## config.mk

```make
export PLATFORM = sky130hd
export DESIGN_NAME = lhm_status_flags
export DESIGN_NICKNAME = d
export VERILOG_FILES = /design/src/lhm_pkg.sv /design/src/lhm_chan_flags.sv /design/src/lhm_bidir_flags.sv /design/src/lhm_status_flags.sv
export SDC_FILE = /design/constraint.sdc
export NUM_CORES = 1
export LEC_CHECK = 0
export ABC_CLOCK_PERIOD_IN_PS = 4550
export BUFFER_PORTS_ARGS = -buffer_cell sky130_fd_sc_hd__buf_2
export CORE_MARGIN = 2
export CORE_UTILIZATION = 40
export DETAILED_ROUTE_END_ITERATION = 12
export SYNTH_ARGS = -nofsm -noshare
export SYNTH_HDL_FRONTEND = slang
export SYNTH_HIERARCHICAL = 1
export SYNTH_SLANG_ARGS = --single-unit
```

## constraint.sdc

```tcl
create_clock -name mclk -period 4.55 [get_ports mclk]
set_clock_uncertainty 0.2 [all_clocks]
set_input_delay 0.455 -clock mclk [delete_from_list [all_inputs] [get_ports mclk]]
set_output_delay 0.455 -clock mclk [all_outputs]
set_load 0.005 [all_outputs]
```

## src/lhm_pkg.sv

```systemverilog
// package with constants for the lpc host mailbox status flags
//***************************************************************
// Overview of operation
//***************************************************************
// Overview of operation
// - user bits: cpu read-write, host read-only
// - host input write latches address bit 2
// - command flag: 0 data, 1 command
// - input full: host write sets, cpu read clears
// - output full: cpu write sets, host read clears
// - cpu may only write 0 to clear flags
// - gate-a20 mode overrides channel-1 input full
// - channel-3 upper layout by enable and select
// - ch3 bidir input full on last register
// - ch3 bidir output full on last register
// - ch3 host write mode on first register
// - ch3 cpu write mode on first register
// - simultaneous first writes: host wins
// - ch4 bidir input full on last register
// - ch4 bidir output full on last register
// - ch4 host write mode on first register
// - ch4 cpu write mode on first register
// - status registers 8 bits, host-readable
package lhm_pkg;
   localparam int STAT_W = 8;
   localparam int CHAN_N = 4;
   localparam logic [STAT_W-1:0] STAT_RESET = 8'h00;
   // field positions
   localparam int BIT_OUT_FULL = 0;
   localparam int BIT_IN_FULL = 1;
   localparam int BIT_USER_LO = 2;
   localparam int BIT_CMD = 3;
   localparam int BIT_WM_CPU = 4;
   localparam int BIT_WM_HOST = 5;
   localparam int BIT_BI_OUT = 6;
   localparam int BIT_BI_IN = 7;
   localparam int USER_HI_LSB = 4;
   localparam int USER_HI_W = 4;
   localparam int ADDR_CMD_BIT = 2;
   // channel indices
   localparam int CH_ONE = 0;
   localparam int CH_TWO = 1;
   localparam int CH_THREE = 2;
   localparam int CH_FOUR = 3;
   localparam int CH_EXTRA = 4;
   localparam int CH_SEL_W = 3;
endpackage

```

## src/lhm_chan_flags.sv

```systemverilog
// one channel's command, input-full and output-full flags
`timescale 1ns/100ps
module lhm_chan_flags (
   // clock and reset
   input wire logic mclk,
   input wire logic reset,
   // host side events
   input wire logic hostInWr,
   input wire logic hostCmdBit,
   input wire logic hostOutRd,
   // cpu side events
   input wire logic cpuInRd,
   input wire logic cpuOutWr,
   input wire logic cpuClrOut,
   // alternative input-full control
   input wire logic altMode,
   input wire logic altSet,
   input wire logic altClr,
   // flags
   output logic cmdFlag,
   output logic inFull,
   output logic outFull
);
   import lhm_pkg::*;
   logic setIn, clrIn;

   // select normal or alternative input-full events
   always_comb begin
      setIn = altMode ? altSet : hostInWr;
      clrIn = altMode ? altClr : cpuInRd;
   end

   // command flag latched from address bit
   always_ff @(posedge mclk) begin
      if (reset) begin
         cmdFlag <= 1'b0;
      end else if (hostInWr) begin
         cmdFlag <= hostCmdBit;
      end
   end

   // input full, set wins over clear
   always_ff @(posedge mclk) begin
      if (reset) begin
         inFull <= 1'b0;
      end else if (setIn) begin
         inFull <= 1'b1;
      end else if (clrIn) begin
         inFull <= 1'b0;
      end
   end

   // output full, set wins over clears
   always_ff @(posedge mclk) begin
      if (reset) begin
         outFull <= 1'b0;
      end else if (cpuOutWr) begin
         outFull <= 1'b1;
      end else if (hostOutRd || cpuClrOut) begin
         outFull <= 1'b0;
      end
   end
endmodule

```

## src/lhm_bidir_flags.sv

```systemverilog
// bidirectional buffer flags with write-mode arbitration
`timescale 1ns/100ps
module lhm_bidir_flags (
   // clock and reset
   input wire logic mclk,
   input wire logic reset,
   // host side events
   input wire logic hostFirstWr,
   input wire logic hostLastWr,
   input wire logic hostLastRd,
   // cpu side events
   input wire logic cpuFirstWr,
   input wire logic cpuLastWr,
   input wire logic cpuLastRd,
   input wire logic cpuClrOut,
   input wire logic cpuClrWm,
   // flags
   output logic biInFull,
   output logic biOutFull,
   output logic hostWm,
   output logic cpuWm
);
   import lhm_pkg::*;
   logic hostGrant, cpuGrant;

   // arbitration: host has priority on same-cycle first writes
   always_comb begin
      hostGrant = hostFirstWr && !cpuWm;
      cpuGrant = cpuFirstWr && !hostWm && !hostFirstWr;
   end

   // bidirectional input full
   always_ff @(posedge mclk) begin
      if (reset) begin
         biInFull <= 1'b0;
      end else if (hostLastWr) begin
         biInFull <= 1'b1;
      end else if (cpuLastRd) begin
         biInFull <= 1'b0;
      end
   end

   // bidirectional output full
   always_ff @(posedge mclk) begin
      if (reset) begin
         biOutFull <= 1'b0;
      end else if (cpuLastWr) begin
         biOutFull <= 1'b1;
      end else if (hostLastRd || cpuClrOut) begin
         biOutFull <= 1'b0;
      end
   end

   // host write mode
   always_ff @(posedge mclk) begin
      if (reset) begin
         hostWm <= 1'b0;
      end else if (hostGrant) begin
         hostWm <= 1'b1;
      end else if (cpuLastRd) begin
         hostWm <= 1'b0;
      end
   end

   // cpu write mode
   always_ff @(posedge mclk) begin
      if (reset) begin
         cpuWm <= 1'b0;
      end else if (cpuGrant) begin
         cpuWm <= 1'b1;
      end else if (hostLastRd || cpuClrWm) begin
         cpuWm <= 1'b0;
      end
   end
endmodule

```

## src/lhm_status_flags.sv

```systemverilog
// status registers of the lpc host mailbox channels
`timescale 1ns/100ps
module lhm_status_flags (
   // clock and reset
   input wire logic mclk,
   input wire logic reset,
   // host input register writes, per channel
   input wire logic [lhm_pkg::CHAN_N-1:0] hostInWr,
   input wire logic hostAddrBit2,
   // host output register reads, per channel
   input wire logic [lhm_pkg::CHAN_N-1:0] hostOutRd,
   // host status read
   input wire logic hostStatRd,
   input wire logic [lhm_pkg::CH_SEL_W-1:0] hostStatSel,
   // host bidirectional access, index 0 ch3, 1 ch4
   input wire logic [1:0] hostFirstWr,
   input wire logic [1:0] hostLastWr,
   input wire logic [1:0] hostLastRd,
   // cpu data register events, per channel
   input wire logic [lhm_pkg::CHAN_N-1:0] cpuInRd,
   input wire logic [lhm_pkg::CHAN_N-1:0] cpuOutWr,
   // cpu bidirectional access, index 0 ch3, 1 ch4
   input wire logic [1:0] cpuFirstWr,
   input wire logic [1:0] cpuLastWr,
   input wire logic [1:0] cpuLastRd,
   // cpu status register port
   input wire logic cpuStatWr,
   input wire logic [lhm_pkg::CH_SEL_W-1:0] cpuStatSel,
   input wire logic [lhm_pkg::STAT_W-1:0] cpuWrData,
   output logic [lhm_pkg::STAT_W-1:0] cpuStatData,
   // mode controls
   input wire logic bidirEnableChThree,
   input wire logic layoutSelectChThree,
   input wire logic bidirEnableChFour,
   // fast gate-a20 input-full override for channel 1
   input wire logic gateA20Mode,
   input wire logic gateA20Set,
   input wire logic gateA20Clr,
   // host status read data
   output logic [lhm_pkg::STAT_W-1:0] hostStatData,
   // flag outputs for cpu interrupt logic
   output logic [lhm_pkg::CHAN_N-1:0] inFull,
   output logic [lhm_pkg::CHAN_N-1:0] outFull,
   output logic [1:0] biInFull
);
   import lhm_pkg::*;

   //***************************************************************
   // declarations
   //***************************************************************
   logic [CHAN_N-1:0] cmdFlag;
   logic [CHAN_N-1:0] userLo_r;
   logic [USER_HI_W-1:0] userHi_r [CHAN_N];
   logic [CHAN_N-1:0] statWr;
   logic [CHAN_N-1:0] clrOut;
   logic [1:0] biOutFull, hostWm, cpuWm, clrBiOut, clrWm;
   logic [1:0] biFlagView;
   logic [STAT_W-1:0] stat [CHAN_N];
   logic [STAT_W-1:0] muxStat, muxCpu;

   //***************************************************************
   // cpu write decode
   //***************************************************************
   // a zero written to the output-full bit clears it, and to the bidir output-full or cpu write-mode bit while the bidir layout is shown; a one does nothing
   always_comb begin
      for (int i = 0; i < CHAN_N; i++) begin
         statWr[i] = cpuStatWr && (cpuStatSel == CH_SEL_W'(i));
         clrOut[i] = statWr[i] && !cpuWrData[BIT_OUT_FULL];
      end
      biFlagView[0] = bidirEnableChThree || !layoutSelectChThree;
      biFlagView[1] = bidirEnableChFour;
      for (int j = 0; j < 2; j++) begin
         clrBiOut[j] = statWr[CH_THREE + j] && biFlagView[j]
            && !cpuWrData[BIT_BI_OUT];
         clrWm[j] = statWr[CH_THREE + j] && biFlagView[j]
            && !cpuWrData[BIT_WM_CPU];
      end
   end

   //***************************************************************
   // channel flag instances
   //***************************************************************
   genvar g;
   generate
      for (g = 0; g < CHAN_N; g++) begin : gChan
         lhm_chan_flags uChan (
            .mclk(mclk),
            .reset(reset),
            .hostInWr(hostInWr[g]),
            .hostCmdBit(hostAddrBit2),
            .hostOutRd(hostOutRd[g]),
            .cpuInRd(cpuInRd[g]),
            .cpuOutWr(cpuOutWr[g]),
            .cpuClrOut(clrOut[g]),
            .altMode((g == CH_ONE) ? gateA20Mode : 1'b0),
            .altSet(gateA20Set),
            .altClr(gateA20Clr),
            .cmdFlag(cmdFlag[g]),
            .inFull(inFull[g]),
            .outFull(outFull[g])
         );
      end
      for (g = 0; g < 2; g++) begin : gBidir
         lhm_bidir_flags uBidir (
            .mclk(mclk),
            .reset(reset),
            .hostFirstWr(hostFirstWr[g]),
            .hostLastWr(hostLastWr[g]),
            .hostLastRd(hostLastRd[g]),
            .cpuFirstWr(cpuFirstWr[g]),
            .cpuLastWr(cpuLastWr[g]),
            .cpuLastRd(cpuLastRd[g]),
            .cpuClrOut(clrBiOut[g]),
            .cpuClrWm(clrWm[g]),
            .biInFull(biInFull[g]),
            .biOutFull(biOutFull[g]),
            .hostWm(hostWm[g]),
            .cpuWm(cpuWm[g])
         );
      end
   endgenerate

   //***************************************************************
   // user-defined bits
   //***************************************************************
   // lower user bit, cpu writable only
   always_ff @(posedge mclk) begin
      if (reset) begin
         userLo_r <= '0;
      end else begin
         for (int i = 0; i < CHAN_N; i++) begin
            if (statWr[i]) begin
               userLo_r[i] <= cpuWrData[BIT_USER_LO];
            end
         end
      end
   end

   // upper user bits, written only while the user layout is shown
   always_ff @(posedge mclk) begin
      if (reset) begin
         for (int i = 0; i < CHAN_N; i++) begin
            userHi_r[i] <= '0;
         end
      end else begin
         for (int i = 0; i < CHAN_N; i++) begin
            if (statWr[i] && !((i == CH_THREE) && biFlagView[0])
                && !((i == CH_FOUR) && biFlagView[1])) begin
               userHi_r[i] <= cpuWrData[STAT_W-1:USER_HI_LSB];
            end
         end
      end
   end

   //***************************************************************
   // status assembly and read paths
   //***************************************************************
   // compose each channel's status byte from the current layout
   always_comb begin
      for (int i = 0; i < CHAN_N; i++) begin
         stat[i] = {userHi_r[i], cmdFlag[i], userLo_r[i],
                    inFull[i], outFull[i]};
      end
      for (int j = 0; j < 2; j++) begin
         if (biFlagView[j]) begin
            stat[CH_THREE + j][STAT_W-1:USER_HI_LSB] =
               {biInFull[j], biOutFull[j], hostWm[j], cpuWm[j]};
         end
      end
   end

   // host and cpu read muxes; the extra channel lies outside this block
   always_comb begin
      muxStat = STAT_RESET;
      if (hostStatSel < CH_SEL_W'(CHAN_N)) begin
         muxStat = stat[hostStatSel[1:0]];
      end
      muxCpu = STAT_RESET;
      if (cpuStatSel < CH_SEL_W'(CHAN_N)) begin
         muxCpu = stat[cpuStatSel[1:0]];
      end
   end

   // registered read data for host and cpu
   always_ff @(posedge mclk) begin
      if (reset) begin
         hostStatData <= STAT_RESET;
         cpuStatData <= STAT_RESET;
      end else begin
         if (hostStatRd) begin
            hostStatData <= muxStat;
         end
         cpuStatData <= muxCpu;
      end
   end
endmodule

```

==> impl_results.md, run 1 <==
* Drt pass-1 iters at 5
* Wire length per cell at 14.7 um
* Sequential area share after synthesis at 43.6%
* I/O Pins at 79
* Hold buffers post-CTS at 0
* First-pass GRT wire length at 10800 um
* Setup violators final at 0
* Worst path bufs/invs at 2
* Worst path cell trace: buf_2 > buf_4 > nor2_1 > and4b_1 > and2_1
* Leading area contributor after synthesis: dfxtp_1
* Die Y-Extent at 89.8 um
* Die Wd at 89.8 um
* Number of global-route vias before repair at 2165
* Crit path max fanout at 36
* MaxCap Viol Count at 0
* TritonCTS buffer count at 5
* Core Area at 7180 um2
* Commonest cells after routing, fill and taps aside: buf_2, dfxtp_1, nor2_1, and2_1, edfxtp_1
* Global placement routability congestion at 0.774
* Netlist cell types at 38
* Main synth FF type: dfxtp_1
* Achievable Freq at 523 MHz
* Total Routing Usage GR at 16.6%
* Worst-margin pin slew at 683 ps
* Synth async-reset ratio at 0%
* Antenna viol nets, final at 0
* Most common cell after layout, fill and taps aside: buf_2
* CTS Buffer Depth at 2
* Final Power at 997 uW
* Share of post-route cells with drive strength above 1 at 33.2%
* Vias per cell at 5.10
* Min-Delay Path Class: primary input to register
* Pleak at 1.44 nW
* Worst VDD drop at 125 uV
* Yosys reg bits at 56
* Critical Path Sink Type: register
* Clk slew on worst S/H paths at 100 ps
* Initial Utilization at 41.0%
* Drt first-iter violations at 106
* CP delay by family, top: simple AND/OR/NAND/NOR gates
* Port bufs at 76
* Final worst path period need at 1910 ps
* Post-Syn Area per Cell at 10.7 um2
* Nets@finish at 398
* EDFF count, synth at 16
* Power per cell area at 290 nW/um2
* Initial antenna violation count at 0
* H-Tree Level Count at 2
* DRC at 0
* Setup Crit Path Kind: primary input to register
* Via Count at 2268
* Final worst setup slack at 2640 ps
* Slew Limit Fails at 0
* Fin. Hold Viols at 0
* Final core occ at 47.9%
* Sum Neg Setup Slack at 0 ps
* Fin Hold WS at 159 ps
* CTS resizes at 0
* Worst slack, placed at 2300 ps
* Clock sinks at 56
* Grt ovf at 0
* Cells after synthesis at 275
* # diodes at 0
* Largest net degree at the start of global routing at 37
* Synth warn at 6
* DIE AREA at 8060 um2
* Area growth syn-to-layout at 16.9%
* Synth area leaders: dfxtp_1, edfxtp_1, mux4_2, and2_1, mux2_2
* RSZ-0062 raised after global routing: no
* Status: finished clean
* Critical Path Max Stage Delay at 590 ps
* CP max-delay cell: nor2_1
* Final wirelength at 6540 um
* Setup Fix Bufs, Post-CTS at 0
* Netlist Area Pre-Place at 2940 um2
* Root Buffer: clkbuf_8
* Slew margin rel. at 54.3%
* Worst Path Required at 4530 ps
* Synth top area share at 27.2%
* Worst setup SP type: primary input
* TritonCTS clock tree: yes
* DP Wirelength at 4850 um
* Row count at 31
* Skew-Pair Late Insertion Delay at 310 ps
* Data arrival, critical path at 1890 ps
* Final worst path period share at 42.0%
-- per-layer routing --
metal / up-vias / track usage [%] / share of wire [%] / wire, um
li1: 1127 / - / - / -
met1: 1070 / 23.9 / 49 / 3200
met2: 63 / 25.7 / 45 / 2930
met3: 8 / 2.85 / 4.6 / 301
met4: 0 / 5.00 / 1.6 / 102
met5: - / 0 / 0 / 0
-- cell type report --
cell class | instances | area [um2]
Fill cell | 688 | 3740
Inverter | 12 | 45.0
Sequential cell | 56 | 1280
Timing Repair Buffer | 77 | 388
Multi-Input combinational cell | 193 | 1510
Clock inverter | 2 | 13.8
Clock buffer | 6 | 82.6
Tap cell | 99 | 124
-- flip-flops by register name, indices dropped and copies added, names as in the netlist --
| name | count |
|---|---|
| userHi_r | 16 |
| cpuStatData | 8 |
| hostStatData | 8 |
| gChan.uChan/cmdFlag | 4 |
| gChan.uChan/inFull | 4 |
| gChan.uChan/outFull | 4 |
| userLo_r | 4 |
| gBidir.uBidir/biInFull | 2 |
| gBidir.uBidir/biOutFull | 2 |
| gBidir.uBidir/cpuWm | 2 |
| gBidir.uBidir/hostWm | 2 |
-- synth_stat cells (all sizes together) (3+ instances only) --
cell	n
a221oi	4
mux2i	7
nand2	7
buf	16
edfxtp	16
inv	12
a211oi	8
nor2b	13
nor2	20
and2	20
o21ai	8
a22oi	4
a21oi	14
or3b	10
mux2	8
nand2b	5
mux4	8
a31oi	12
clkbuf	3
a2111oi	4
dfxtp	40
or2b	10
nor4bb	8
-- metrics by stage --
| step | cells | area (um2) |
|---|---|---|
| global placement | 437 | 3340 |
| floorplan | 280 | 2960 |
| detailed placement | 437 | 3340 |
| finish | 445 | 3440 |
| global route | 445 | 3440 |
| CTS | 445 | 3440 |
-- worst reg2reg max path: stages (launching register included) --
cell and delay (ps):
edfxtp_1 420, and2b_1 170, a2111oi_1 370, a211oi_1 90
-- power by group --
part	internal, mW	switching (mW)	leakage (nW)	total, mW
registers	0.540	0.0172	0.483	0.557
logic	0.0742	0.0746	0.908	0.149
clock network	0.125	0.167	0.0516	0.291
total	0.739	0.258	1.44	0.997
-- cell families (layout without fill, tap and decap cells) --
| logic type | after synthesis | count (layout) | synth area share (%) |
|---|---|---|---|
| multiplexers | 23 | 23 | 11.6 |
| other | 1 | 6 | 0.127 |
| AND/OR/NAND/NOR | 108 | 108 | 25.4 |
| flip-flops | 56 | 56 | 43.6 |
| AO/OA/AOI/OAI | 56 | 56 | 13.4 |
| buffers and inverters | 31 | 97 | 5.91 |
-- path summary, 6_finish.rpt --
check | from | endpoint | slack (ps) | cells after the start
max | reset | userHi_r[0][3]$_SDFFCE_PN0P_ | 2640 | 5
min | cpuLastWr[1] | gBidir[1].uBidir/biOutFull$_SDFFE_PP0P_ | 160 | 3
max reg2reg | userHi_r[0][3]$_SDFFCE_PN0P_ | hostStatData[7]$_SDFFE_PP0P_ | 3170 | 3
min reg2reg | userLo_r[2]$_SDFFE_PP0N_ | userLo_r[2]$_SDFFE_PP0N_ | 280 | 2
No activity file was read; power rests on OpenSTA's default activity.
==> run 2: changes to the inputs <==
Settings changed: ABC_AREA from default to 1, ABC_CLOCK_PERIOD_IN_PS 4550 to 1800.
Clock period 4.55 ns to 1.8 ns, I/O delays scaled along.
==> run 2 against run 1 <==
Against the previous run: register-to-register slack got worse by 2800 ps; non-clock buffer count is 48 higher; setup slack worse by 2500 ps; routed wire length increased by 18%; clock power is 130% higher; largest power group unchanged; largest cell class is now registers; area after synthesis shrank 3.2%; highest routed layer unchanged; critical path type unchanged; combinational power rose to 3.2 times the previous value.
==> impl_results.md, run 2 <==
* Netlist Area Pre-Place at 2850 um2
* Commonest cells after routing, fill and taps aside: nand2_1, buf_2, inv_1
* Max reg flops at 16
* Skew-Pair Late Insertion Delay at 310 ps
* Pleak at 1.87 nW
* Antenna viol nets, final at 0
* Power per cell area at 670 nW/um2
* MaxCap Viol Count at 0
* Die Y-Extent at 88.4 um
* Synth warn at 6
* Row count at 30
* I/O Pins at 79
* Placed insts at 567
* Core Area at 6830 um2
* Cells after synthesis at 398
* DRC at 0
* Reg2reg path depth at 3
* Finished Layout Cells at 617
* CTS resizes at 0
* Vias per cell at 4.62
* Data arrival, critical path at 1680 ps
* Setup Crit Path Kind: primary input to register
* Initial antenna violation count at 0
* Setup violators final at 0
* Hold path startpoint: hostFirstWr[1]
* Area growth syn-to-layout at 34.2%
* TritonCTS buffer count at 5
* Netlist cell types at 28
* Final wirelength at 7720 um
* Cell with the most instances after synthesis: nand2_1
* Largest net degree at the start of global routing at 25
* Most common cell after layout, fill and taps aside: nand2_1
* Final instance area at 3820 um2
* Clk slew on worst S/H paths at 100 ps
* Top flop regs: userHi_r (16), cpuStatData (8), hostStatData (8)
* First-pass GRT wire length at 12500 um
* Nets@finish at 573
* Global placement routability congestion at 0.794
* Final worst path period share at 93.2%
* Via Count at 2853
* Final Power at 2.56 mW
* Status: finished clean
* DP Wirelength at 5670 um
* Sum Neg Setup Slack at 0 ps
* Share of post-route cells with drive strength above 1 at 21.5%
* Slew Limit Fails at 0
* Grt ovf at 0
* Top reg by flops: userHi_r
* Final worst setup slack at 122 ps
* RSZ-0062 raised after global routing: no
* Clock sinks at 56
* CTS Buffer Depth at 2
* Die Wd at 88.4 um
* Worst VDD drop at 418 uV
* Hold Path Depth at 4
* Post-Place Cell Area at 3320 um2
* H-Tree Level Count at 2
* Number of global-route vias before repair at 2719
* Sequential area share after synthesis at 45.0%
* Synth top area share at 28.1%
* Fin. Hold Viols at 0
* Reg-to-reg slack, setup at 330 ps
* Crit path launch: cpuStatSel[1]
* Crit path max fanout at 5
* TritonCTS clock tree: yes
* # diodes at 0
* Final core occ at 55.9%
* Wire length per cell at 12.5 um
* Drt first-iter violations at 109
* DIE AREA at 7810 um2
* Drt pass-1 iters at 4
* EDFF count, synth at 16
* Initial Utilization at 41.7%
* Final worst path period need at 1680 ps
* Worst slack, placed at 193 ps
* Leading area contributor after synthesis: dfxtp_1
* Yosys reg bits at 56
* Achievable Freq at 596 MHz
* Post-Syn Area per Cell at 7.15 um2
* Worst flop-to-flop path endpoint: gBidir[0].uBidir/hostWm$_SDFFE_PP0P_
* Worst setup SP type: primary input
* Fin Hold WS at 3.60 ps
* Main synth FF type: dfxtp_1
* Port bufs at 76
* Total Routing Usage GR at 20.8%
* Worst Path Required at 1810 ps
* Hold EP: gBidir[1].uBidir/hostWm$_SDFFE_PP0P_
* RR Startpoint: gBidir[0].uBidir/cpuWm$_SDFFE_PP0P_
* Min-Delay Path Class: primary input to register
* Post-synth top cells: nand2_1, inv_1, nor2_1
* Synth async-reset ratio at 0%
* Critical Path Sink Type: register
* Synth area leaders: dfxtp_1, edfxtp_1, nand2_1, inv_1, nor2_1
* Root Buffer: clkbuf_8
## run 2: timing repair
| item | 4_1_cts | 5_1_grt |
|---|---|---|
| setup endpoints to repair | 0 | 1 |
| endpoints found under the hold margin | 30 | 0 |
| hold buffers | 39 | 0 |
| setup buffers | 0 | 3 |
## run 2: layer usage
metal / global-route usage (%) / wire length [um]
met5: 0 / 0
met4: 6.06 / 92
met2: 36.4 / 3720
met1: 26.0 / 3410
met3: 4.38 / 494
## run 2: worst max path at each step
| stage | end | slack (ps) | cells past startpoint |
|---|---|---|---|
| 4_1_cts | gChan[2].uChan/outFull$_SDFFE_PP0P_ | 100 | 10 |
| 3_3_place_gp | userHi_r[3][3]$_SDFFCE_PN0P_ | 210 | 5 |
| 2_1_floorplan | userHi_r[3][0]$_SDFFCE_PN0P_ | 360 | 5 |
| 5_1_grt | gChan[0].uChan/outFull$_SDFFE_PP0P_ | 20 | 10 |
| 6_report | gChan[2].uChan/outFull$_SDFFE_PP0P_ | 120 | 10 |
| 3_5_place_dp | userHi_r[3][2]$_SDFFCE_PN0P_ | 190 | 5 |
## run 2: worst max-delay path, cell delays in order
cell and delay (ps):
buf_2 130, inv_2 90, nor2_8 150, nand3_4 120
buf_4 170, nor2_1 110, inv_1 60, nand3_1 60
a21oi_1 60, dlygate4sd3_1 560
## run 2: cell families after synthesis
kind of cell,count (synthesis),share of synthesized area (%)
and+or+nand+nor,187,28.7
buffers and inverters,87,12.9
AOI/OAI and AO/OA,67,13.3
DFF,56,45.0
other,1,0.132
## run 2: cell type report
| class | instances | area (um2) |
|---|---|---|
| tap | 96 | 120 |
| clock buffer | 6 | 72.6 |
| multi-input combinational | 260 | 1220 |
| clock inverter | 2 | 11.3 |
| inverter | 72 | 270 |
| timing repair buffer | 125 | 846 |
| sequential | 56 | 1280 |
| fill | 699 | 3010 |
## run 2: power breakdown
group / internal (mW) / switching (mW)
registers: 1.36 / 0.0435
logic: 0.220 / 0.253
clock network: 0.271 / 0.405
total: 1.86 / 0.702
